==> src/core/sfd_pkg.sv <==
// constants, register map and fault numbering for the servo fault detector
package sfd_pkg;
    localparam int CLK_MHZ        = 200;
    localparam int ENC_TIMEOUT_US = 1000;
    localparam int ENC_TIMEOUT_CYC = ENC_TIMEOUT_US * CLK_MHZ;

    // register byte offsets
    localparam logic [7:0] OFS_CTRL    = 8'h00;
    localparam logic [7:0] OFS_SHIELD  = 8'h04;
    localparam logic [7:0] OFS_THRESH  = 8'h08;
    localparam logic [7:0] OFS_LINK_WR = 8'h0C;
    localparam logic [7:0] OFS_STATUS  = 8'h10;
    localparam logic [7:0] OFS_INTMASK = 8'h14;
    localparam logic [7:0] OFS_CODE    = 8'h18;
    localparam logic [7:0] OFS_ENC_RES = 8'h1C;
    localparam logic [7:0] OFS_Z_POS   = 8'h20;

    // control and shield bits
    localparam int CTRL_WATCH      = 0;
    localparam int CTRL_LEARN_WIND = 1;
    localparam int CTRL_LEARN_ENC  = 2;
    localparam int CTRL_WIND_NEG   = 3;
    localparam int SHIELD_PHASE    = 2;
    localparam int SHIELD_DI       = 3;

    // reset values
    localparam logic [15:0] THRESH_RST  = 16'h0FA0;
    localparam logic [15:0] ENC_RES_RST = 16'h1000;

    // status bit positions
    localparam int NFAULT  = 11;
    localparam int F_CUR   = 0;
    localparam int F_ENC   = 1;
    localparam int F_NVM   = 2;
    localparam int F_PHASE = 3;
    localparam int F_LINK  = 4;
    localparam int F_DI    = 5;
    localparam int F_WIND  = 6;
    localparam int F_NOZ   = 7;
    localparam int F_ZOFS  = 8;
    localparam int F_HALL  = 9;
    localparam int F_HOT   = 10;

    // fault codes 104..117, indexed by status bit
    localparam logic [NFAULT-1:0][7:0] FAULT_CODES = {8'h75, 8'h73, 8'h72, 8'h71, 8'h6F, 8'h6D,
                                                      8'h6C, 8'h6B, 8'h6A, 8'h69, 8'h68};

    typedef enum logic [2:0] {
        SFD_IDLE = 3'b001,
        SFD_SEEK = 3'b010,
        SFD_DONE = 3'b100
    } sfd_learn_t;

    // code of the lowest-numbered pending event, zero when none
    function automatic logic [7:0] sfd_code(input logic [NFAULT-1:0] ev);
        logic [7:0] c;
        c = 8'h00;
        for (int i = NFAULT - 1; i >= 0; i--)
            if (ev[i])
                c = FAULT_CODES[i];
        return c;
    endfunction
endpackage

==> src/core/sfd_sync.sv <==
// two-flop synchroniser for asynchronous pin inputs
`timescale 1ns/1ps
module sfd_sync #(
    parameter int W = 1
) (
    input  wire logic         sys_clk,  // system clock
    input  wire logic         rst_n,    // synchronised reset
    input  wire logic         ce,       // clock enable
    input  wire logic [W-1:0] d,        // asynchronous input
    output logic      [W-1:0] q         // synchronised output
);
    typedef struct packed {
        logic [W-1:0] s1;
        logic [W-1:0] s2;
    } sfd_sync_t;

    sfd_sync_t r;
    sfd_sync_t n;

    always_comb
    begin
        n = r;
        if (ce)
        begin
            n.s1 = d;
            n.s2 = r.s1;
        end
    end

    always_ff @(posedge sys_clk or negedge rst_n)
    begin
        if (!rst_n)
            r <= '0;
        else
            r <= n;
    end

    assign q = r.s2;
endmodule

==> src/core/sfd_quad.sv <==
// quadrature decoder with illegal-transition and loss-of-signal watch
`timescale 1ns/1ps
module sfd_quad #(
    parameter int unsigned TIMEOUT = 1000
) (
    input  wire logic sys_clk,   // system clock
    input  wire logic rst_n,     // synchronised reset
    input  wire logic ce,        // clock enable
    input  wire logic a,         // synchronised channel a
    input  wire logic b,         // synchronised channel b
    input  wire logic watch_en,  // enables the loss-of-signal watch
    output logic      step,      // one count moved
    output logic      dir_neg,   // direction of the last step
    output logic      illegal,   // both channels changed at once
    output logic      timeout    // no edge within the watch time
);
    typedef struct packed {
        logic [1:0]  ab;
        logic [31:0] wd;
        logic        step;
        logic        dir_neg;
        logic        illegal;
        logic        timeout;
    } sfd_quad_t;

    sfd_quad_t r;
    sfd_quad_t n;
    logic [3:0] tr;

    always_comb
    begin
        n  = r;
        tr = {r.ab, a, b};
        if (ce)
        begin
            n.ab      = {a, b};
            n.step    = 1'b0;
            n.illegal = 1'b0;
            n.timeout = 1'b0;
            case (tr)
                4'h1, 4'h7, 4'hE, 4'h8:
                begin
                    n.step    = 1'b1;
                    n.dir_neg = 1'b0;
                end
                4'h2, 4'hB, 4'hD, 4'h4:
                begin
                    n.step    = 1'b1;
                    n.dir_neg = 1'b1;
                end
                4'h3, 4'hC, 4'h6, 4'h9:
                    n.illegal = 1'b1;
                default:
                    n.step = 1'b0;
            endcase
            // any edge, legal or not, proves the cable is alive
            if (!watch_en || r.ab != {a, b})
                n.wd = 32'h00000000;
            else if (r.wd == 32'(TIMEOUT - 1))
            begin
                n.wd      = 32'h00000000;
                n.timeout = 1'b1;
            end
            else
                n.wd = r.wd + 32'h00000001;
        end
    end

    always_ff @(posedge sys_clk or negedge rst_n)
    begin
        if (!rst_n)
            r <= '0;
        else
            r <= n;
    end

    assign step    = r.step;
    assign dir_neg = r.dir_neg;
    assign illegal = r.illegal;
    assign timeout = r.timeout;
endmodule

==> src/core/sfd_top.sv <==
// servo fault detector: fault checks, fault latch and apb register file
//
// Chosen here: the register offsets and the APB slave port.
`timescale 1ns/1ps
module sfd_top
    import sfd_pkg::*;
#(
    parameter int unsigned ENC_TIMEOUT = ENC_TIMEOUT_CYC
) (
    input  wire logic        sys_clk,                 // 200 MHz system clock
    input  wire logic        resetn,                  // asynchronous reset, active low
    input  wire logic        ce,                      // clock enable, freezes all state except the reset synchroniser
    input  wire logic [7:0]  paddr,                   // apb address
    input  wire logic        psel,                    // apb select
    input  wire logic        penable,                 // apb enable
    input  wire logic        pwrite,                  // apb direction
    input  wire logic [31:0] pwdata,                  // apb write data
    output logic      [31:0] prdata,                  // apb read data
    output logic             pready,                  // apb ready
    output logic             pslverr,                 // apb error, unmapped address
    input  wire logic [2:0]  hall_in,                 // hall switch pins
    input  wire logic        enc_a_in,                // encoder channel a pin
    input  wire logic        enc_b_in,                // encoder channel b pin
    input  wire logic        enc_z_in,                // encoder index pin
    input  wire logic        cur_sensor_fail,         // current sensing path failed
    input  wire logic [15:0] cur_sample,              // signed current sample
    input  wire logic        cur_valid,               // cur_sample is new
    input  wire logic        nvm_rd_done,             // parameter memory read finished
    input  wire logic        nvm_rd_err,              // that read returned an error
    input  wire logic [31:0] pl_echo,                 // value read back from the logic side
    input  wire logic        pl_echo_valid,           // pl_echo is new
    input  wire logic [2:0]  enc_sector,              // encoder-derived rotor sector 0..5
    input  wire logic [15:0] drive_temperature_value, // measured drive temperature
    output logic             irq,                     // level interrupt
    output logic      [7:0]  fault_code_out,          // latched fault code
    output logic             fault_active             // a fault code is latched
);
    ////////////////////////////////////////////////////////////////////////////////
    // reset release and pin synchronisers
    logic [1:0] rst_sync;
    logic       rst_n;
    logic [5:0] pins_s;
    logic [2:0] hall;
    logic       enc_a;
    logic       enc_b;
    logic       enc_z;

    always_ff @(posedge sys_clk or negedge resetn)
    begin
        if (!resetn)
            rst_sync <= 2'b00;
        else
            rst_sync <= {rst_sync[0], 1'b1};
    end
    assign rst_n = rst_sync[1];

    sfd_sync #(.W(6)) u_sync (
        .sys_clk (sys_clk),
        .rst_n   (rst_n),
        .ce      (ce),
        .d       ({hall_in, enc_a_in, enc_b_in, enc_z_in}),
        .q       (pins_s)
    );
    assign {hall, enc_a, enc_b, enc_z} = pins_s;

    ////////////////////////////////////////////////////////////////////////////////
    // state
    typedef struct packed {
        logic [3:0]        ctrl;
        logic [31:0]       shield;
        logic [15:0]       thresh;
        logic [31:0]       link_wr;
        logic [15:0]       enc_res;
        logic [NFAULT-1:0] status;
        logic [NFAULT-1:0] intmask;
        logic [7:0]        code;
        logic              code_valid;
        logic [31:0]       prdata;
        logic              pready;
        logic              pslverr;
        logic              irq;
        logic [15:0]       prev_cur;
        logic              have_prev;
        logic              z_prev;
        sfd_learn_t        st;
        logic [16:0]       steps;
        logic [16:0]       zpos;
    } sfd_state_t;

    sfd_state_t r;
    sfd_state_t n;

    logic              q_step;
    logic              q_dir_neg;
    logic              q_illegal;
    logic              q_timeout;
    logic [NFAULT-1:0] ev;
    logic [NFAULT-1:0] ev_kept;
    logic [15:0]       abs_cur;
    logic [15:0]       abs_prev;
    logic [16:0]       diff;
    logic [2:0]        hsec;
    logic [2:0]        sdist;
    logic              acc;
    logic              wr_done;
    logic              rd_done;

    sfd_quad #(.TIMEOUT(ENC_TIMEOUT)) u_quad (
        .sys_clk  (sys_clk),
        .rst_n    (rst_n),
        .ce       (ce),
        .a        (enc_a),
        .b        (enc_b),
        .watch_en (r.ctrl[CTRL_WATCH]),
        .step     (q_step),
        .dir_neg  (q_dir_neg),
        .illegal  (q_illegal),
        .timeout  (q_timeout)
    );

    function automatic logic [15:0] mag(input logic [15:0] v);
        return v[15] ? 16'(-v) : v;
    endfunction

    // hall pattern to sector, 3'h7 for the two forbidden codes
    function automatic logic [2:0] hall_sector(input logic [2:0] h);
        case (h)
            3'h1:    return 3'h0;
            3'h3:    return 3'h1;
            3'h2:    return 3'h2;
            3'h6:    return 3'h3;
            3'h4:    return 3'h4;
            3'h5:    return 3'h5;
            default: return 3'h7;
        endcase
    endfunction

    ////////////////////////////////////////////////////////////////////////////////
    // fault checks and register file
    always_comb
    begin
        n        = r;
        ev       = '0;
        abs_cur  = mag(cur_sample);
        abs_prev = mag(r.prev_cur);
        diff     = {1'b0, mag(16'(cur_sample - r.prev_cur))};
        hsec     = hall_sector(hall);
        sdist    = (hsec >= enc_sector) ? 3'(hsec - enc_sector) : 3'(hsec + 3'h6 - enc_sector);
        acc      = psel && penable && r.pready;
        wr_done  = acc && pwrite;
        rd_done  = acc && !pwrite;

        ev[F_CUR] = cur_sensor_fail;
        ev[F_ENC] = r.ctrl[CTRL_WATCH] && (q_illegal || q_timeout);
        ev[F_NVM] = nvm_rd_done && nvm_rd_err;
        ev[F_PHASE] = r.ctrl[CTRL_WATCH] && hsec != 3'h7 && enc_sector < 3'h6 && sdist >= 3'h2 && sdist <= 3'h4;
        ev[F_LINK] = pl_echo_valid && pl_echo != r.link_wr;
        ev[F_DI] = cur_valid && r.have_prev && abs_prev != 16'h0000 && {diff[15:0], 1'b0} >= {1'b0, abs_prev};
        ev[F_WIND] = r.ctrl[CTRL_LEARN_WIND] && cur_valid && r.have_prev &&
                     (r.ctrl[CTRL_WIND_NEG] ? $signed(cur_sample) > $signed(r.prev_cur)
                                            : $signed(cur_sample) < $signed(r.prev_cur));
        ev[F_HALL] = r.st == SFD_SEEK && (hall == 3'h0 || hall == 3'h7);
        ev[F_HOT] = drive_temperature_value > r.thresh;

        if (cur_valid)
        begin
            n.prev_cur  = cur_sample;
            n.have_prev = 1'b1;
        end
        n.z_prev = enc_z;

        // encoder self-learning: count steps until the index edge
        case (r.st)
            SFD_IDLE:
            begin
                n.steps = 17'h00000;
                if (r.ctrl[CTRL_LEARN_ENC])
                    n.st = SFD_SEEK;
            end
            SFD_SEEK:
            begin
                if (q_step)
                    n.steps = 17'(r.steps + 17'h00001);
                if (!r.ctrl[CTRL_LEARN_ENC])
                    n.st = SFD_IDLE;
                else if (enc_z && !r.z_prev)
                begin
                    n.zpos = r.steps;
                    n.st   = SFD_DONE;
                    ev[F_ZOFS] = r.steps > {1'b0, r.enc_res};
                end
                else if (r.steps > {r.enc_res, 1'b0})
                begin
                    n.st = SFD_DONE;
                    ev[F_NOZ] = 1'b1;
                end
            end
            SFD_DONE:
                if (!r.ctrl[CTRL_LEARN_ENC])
                    n.st = SFD_IDLE;
            default:
                n.st = SFD_IDLE;
        endcase

        // shielded faults dropped before the latch
        ev_kept = ev;
        ev_kept[F_PHASE] = ev[F_PHASE] && !r.shield[SHIELD_PHASE];
        ev_kept[F_DI]    = ev[F_DI] && !r.shield[SHIELD_DI];

        // apb: one wait state, then the handshake edge commits
        n.pready  = psel && penable && !r.pready;
        n.pslverr = 1'b0;
        if (psel && penable && !r.pready)
        begin
            n.prdata = 32'h00000000;
            case (paddr)
                OFS_CTRL:    n.prdata[3:0] = r.ctrl;
                OFS_SHIELD:  n.prdata = r.shield;
                OFS_THRESH:  n.prdata[15:0] = r.thresh;
                OFS_LINK_WR: n.prdata = r.link_wr;
                OFS_STATUS:  n.prdata[NFAULT-1:0] = r.status;
                OFS_INTMASK: n.prdata[NFAULT-1:0] = r.intmask;
                OFS_CODE:    n.prdata[8:0] = {r.code_valid, r.code};
                OFS_ENC_RES: n.prdata[15:0] = r.enc_res;
                OFS_Z_POS:   n.prdata[16:0] = r.zpos;
                default:     n.pslverr = 1'b1;
            endcase
        end
        if (wr_done)
        begin
            case (paddr)
                OFS_CTRL:    n.ctrl = pwdata[3:0];
                OFS_SHIELD:  n.shield = pwdata;
                OFS_THRESH:  n.thresh = pwdata[15:0];
                OFS_LINK_WR: n.link_wr = pwdata;
                OFS_INTMASK: n.intmask = pwdata[NFAULT-1:0];
                OFS_ENC_RES: n.enc_res = pwdata[15:0];
                default:     n.ctrl = r.ctrl;
            endcase
        end

        // sticky latch, read clears only what was returned, set wins
        if (rd_done && paddr == OFS_STATUS)
            n.status = r.status & ~r.prdata[NFAULT-1:0];
        n.status = n.status | ev_kept;
        if (wr_done && paddr == OFS_CODE)
            n.code_valid = 1'b0;
        // first fault holds its code until software clears it
        if (!n.code_valid && ev_kept != '0)
        begin
            n.code       = sfd_code(ev_kept);
            n.code_valid = 1'b1;
        end
        n.irq = (n.status & n.intmask) != '0;

        if (!ce)
            n = r;
    end

    always_ff @(posedge sys_clk or negedge rst_n)
    begin
        if (!rst_n)
        begin
            r         <= '0;
            r.st      <= SFD_IDLE;
            r.thresh  <= THRESH_RST;
            r.enc_res <= ENC_RES_RST;
        end
        else
            r <= n;
    end

    assign prdata         = r.prdata;
    assign pready         = r.pready;
    assign pslverr        = r.pslverr;
    assign irq            = r.irq;
    assign fault_code_out = r.code;
    assign fault_active   = r.code_valid;

    ////////////////////////////////////////////////////////////////////////////////
    // checks
    a_cur_fail_latch: assert property (@(posedge sys_clk) disable iff (!rst_n)
        ce && cur_sensor_fail |=> r.status[F_CUR])
        else $error("current sensor fault not latched");

    a_enc_fault_latch: assert property (@(posedge sys_clk) disable iff (!rst_n)
        ce && r.ctrl[CTRL_WATCH] && (q_illegal || q_timeout) |=> r.status[F_ENC])
        else $error("encoder fault not latched");

    a_nvm_err_latch: assert property (@(posedge sys_clk) disable iff (!rst_n)
        ce && nvm_rd_done && nvm_rd_err |=> r.status[F_NVM])
        else $error("parameter memory fault not latched");

    a_phase_shield_hold: assert property (@(posedge sys_clk) disable iff (!rst_n)
        ce && r.shield[SHIELD_PHASE] && !r.status[F_PHASE] |=> !r.status[F_PHASE])
        else $error("shielded phase fault latched");

    a_link_mismatch: assert property (@(posedge sys_clk) disable iff (!rst_n)
        ce && pl_echo_valid && pl_echo != r.link_wr |=> r.status[F_LINK])
        else $error("link mismatch not latched");

    a_di_shield_hold: assert property (@(posedge sys_clk) disable iff (!rst_n)
        ce && r.shield[SHIELD_DI] && !r.status[F_DI] |=> !r.status[F_DI])
        else $error("shielded current change fault latched");

    a_hall_code_bad: assert property (@(posedge sys_clk) disable iff (!rst_n)
        ce && r.st == SFD_SEEK && hall == 3'h7 |=> r.status[F_HALL] && r.code_valid)
        else $error("hall code fault not latched");

    a_overheat_edge: assert property (@(posedge sys_clk) disable iff (!rst_n)
        ce && !r.status[F_HOT] && drive_temperature_value <= r.thresh |=> !r.status[F_HOT])
        else $error("overheat latched at or below threshold");

    a_code_held: assert property (@(posedge sys_clk) disable iff (!rst_n)
        r.code_valid && !(psel && penable && r.pready && pwrite && paddr == OFS_CODE)
        |=> r.code_valid && $stable(r.code))
        else $error("latched fault code changed without clear");
endmodule

==> config.mk <==
export PLATFORM = sky130hd
export DESIGN_NAME = sfd_top
export DESIGN_NICKNAME = d
export VERILOG_FILES = /design/src/core/sfd_pkg.sv /design/src/core/sfd_sync.sv /design/src/core/sfd_quad.sv /design/src/core/sfd_top.sv
export SDC_FILE = /design/constraint.sdc
export NUM_CORES = 1
export LEC_CHECK = 0
export ABC_CLOCK_PERIOD_IN_PS = 10900
export BUFFER_PORTS_ARGS = -buffer_cell sky130_fd_sc_hd__buf_2
export CORE_ASPECT_RATIO = 2
export CORE_UTILIZATION = 31
export CTS_CLUSTER_DIAMETER = 150
export DETAILED_ROUTE_END_ITERATION = 12
export GPL_ROUTABILITY_DRIVEN = 0
export MAX_ROUTING_LAYER = met4
export PLACE_DENSITY = 0.45
export SLEW_MARGIN = 20
export SYNTH_ARGS = -nofsm -noshare
export SYNTH_HDL_FRONTEND = slang
export SYNTH_HIERARCHICAL = 1
export SYNTH_SLANG_ARGS = --single-unit
==> constraint.sdc <==
create_clock -name sys_clk -period 10.9 [get_ports sys_clk]
set_input_delay 2.18 -clock sys_clk [delete_from_list [all_inputs] [get_ports sys_clk]]
set_output_delay 2.18 -clock sys_clk [all_outputs]
set_load 0.02 [all_outputs]
==> metrics.cfg <==
[placement]
portBuffers=166
hpwl_microns=43400
postPlaceCellArea_sq_um=17500

[synth]
netlist_instances=1645
syn_nets=1860
yosysWarningCount=6
syn_area_per_cell_sq_um=9.92
netlist_area_sq_um=16300

[worst_setup_path]
worstPathArrival_ns=6.69
crit_path_end_kind=flop
r2r_slack_ns=6.00
startpoint_type=input pin
crit_fanout=5
critPathKind=in -> reg
required_ns=11.36

[clock_tree]
ctsResizeCount=0
cts.sinks=270
clk_latency_ns=0.58
cts_tree=done
cts_root_buffer=clkbuf_16
cts_inserted_buffers=29
clk_pin_slew_ns=0.07
htreeDepth=1
ctsHoldBuffers=0
cts_setup_buffers=0
clockBufferDepth=3

[timing]
relSlewSlack_pct=24.4
skew_ns=0.0222
rsz0062_at_grt=false
hold_ws_ns=0.347
worstMarginPinSlew_ns=1.13
finalHoldViolCount=0
fin_crit_ns=6.23
finalCritPeriodShare_pct=57.1
setup_violations=0
tns_ns=0
maxSlewViolCount=0
clock.fmax_mhz=161

[routing]
firstDrtPassIters=7
drc=0
route.detailed.wl_per_inst_microns=23.9
wl_microns=58000
postRouteAntennaNets=0
drt_iter0_drc=774
via_count=13200
viasPerCell=5.43

[layout]
syn2layout_area_growth_pct=13.4
nFillCells=5235
nets=1955
fin_area_sq_um=18500
drive_gt1_share_pct=23.4

[global_routing]
grt_pass1_wl_microns=86900
grt_max_degree=160
grtUsageTotal_pct=22.5
top_usage_layer=met2
use_met1_pct=22.9
use_met2_pct=42.0
grt_antenna_before_repair=3
use_met3_pct=2.76
overflow=0
grt_pass1_vias=13800

[power]
total_power_mw=2.80
vdd_drop_max_v=0.000142
leakagePower_nw=8.64
p_per_area_nw_per_um2=151

[floorplan]
die_area_sq_um=53600
rows=118
ios=168
start_util_pct=31.5
die_w_microns=164
die_h_microns=327
core_area_sq_um=51800

[status]
status=completed

[worst_hold_path]
min_path_type=reg -> reg

[job]
maxCapViolations=0

-- through the flow --
stage	setup WS, ns	utilization, %	cells
after floorplan	2.83	-	1645
after global placement	4.18	33.8	2369
after detailed placement	4.14	33.8	2369
after CTS	4.76	35.7	2422
after global routing	4.47	35.7	2425
final	4.67	35.7	2425
-- placed cells by master, fill, tap and decap left out, types with 6 or more instances in the layout --
cell / n
dfrtp_1: 261
buf_2: 166
nand2_1: 158
mux2_2: 130
o21ai_0: 98
ha_1: 89
inv_1: 81
a21oi_1: 80
nor2_1: 76
a22oi_1: 56
xor2_1: 54
xnor2_1: 50
nand3_1: 43
nand4_1: 30
clkbuf_16: 29
nor4_1: 26
nor3_1: 22
and3_1: 20
o31ai_1: 19
a22o_1: 18
buf_4: 17
mux2i_1: 15
a221oi_1: 15
or4_1: 14
mux2_4: 11
a21o_1: 10
and2_1: 10
or3_1: 9
a211oi_1: 9
dfstp_2: 8
nand2b_1: 7
clkbuf_8: 7
o221ai_1: 6
a222oi_1: 6
-- report_power, final --
group / leakage (nW) / switching, mW / internal [mW] / total, mW
Sequential: 3.56 / 0.0489 / 1.04 / 1.09
Clock: 0.488 / 0.444 / 0.608 / 1.05
Combinational: 4.59 / 0.396 / 0.266 / 0.662
Total: 8.64 / 0.889 / 1.91 / 2.80
-- routing by layer --
| layer | up-vias | share of wire, % |
|---|---|---|
| met1 | 6604 | 36 |
| met3 | 106 | 4.2 |
| met4 | 0 | 4.8 |
| li1 | 6115 | - |
| met5 | - | 0 |
| met2 | 346 | 55 |
-- path summary, 6_finish.rpt --
path	cells past startpoint	start	endpoint
min	0	rst_sync[0]	rst_sync[1]
max in group asynchronous	1	rst_sync[1]	u_quad/r[19]
min reg2reg	0	rst_sync[0]	rst_sync[1]
min in group asynchronous	0	rst_sync[1]	r[11]
max	21	cur_sample[0]	fault_code_out[0]
max reg2reg	19	r[39]	fault_code_out[0]
-- registers in the layout (all words and copies together), names as in the netlist, 2 cells and up --
signal / count
r: 177
u_sync/q: 6
fault_code_out: 6
rst_sync: 2
u_quad/r: 34
u_sync/r: 6
prdata: 32
-- layout make-up --
| class | count | area (sq um) | share of cell area (%) |
|---|---|---|---|
| Timing Repair Buffer | 184 | 978 | 5.29 |
| Multi-Input combinational cell | 1174 | 8630 | 46.6 |
| Inverter | 81 | 304 | 1.64 |
| Clock inverter | 12 | 149 | 0.804 |
| Antenna cell | 3 | 7.51 | 0.0406 |
| Clock buffer | 41 | 841 | 4.54 |
| Sequential cell | 270 | 6770 | 36.6 |
| Tap cell | 660 | 826 | 4.46 |
-- worst max-delay path: stages --
cell      delay, ns
buf_2          0.08
inv_1          0.06
ha_1           0.22
fa_1           0.40
nand2b_1       0.19
a211o_1        0.31
a22o_1         0.27
xnor2_1        0.19
a21oi_1        0.30
nand3_1        0.22
nor3_1         0.23
nor2_1         0.08
xor2_1         0.15
ha_1           0.29
o21ai_0        0.24
nor3_1         0.09
a211oi_1       0.38
o41ai_4        0.16
nand2_2        0.20
a31oi_4        0.13
mux2_4         0.31
No activity file was read; power rests on OpenSTA's default activity.
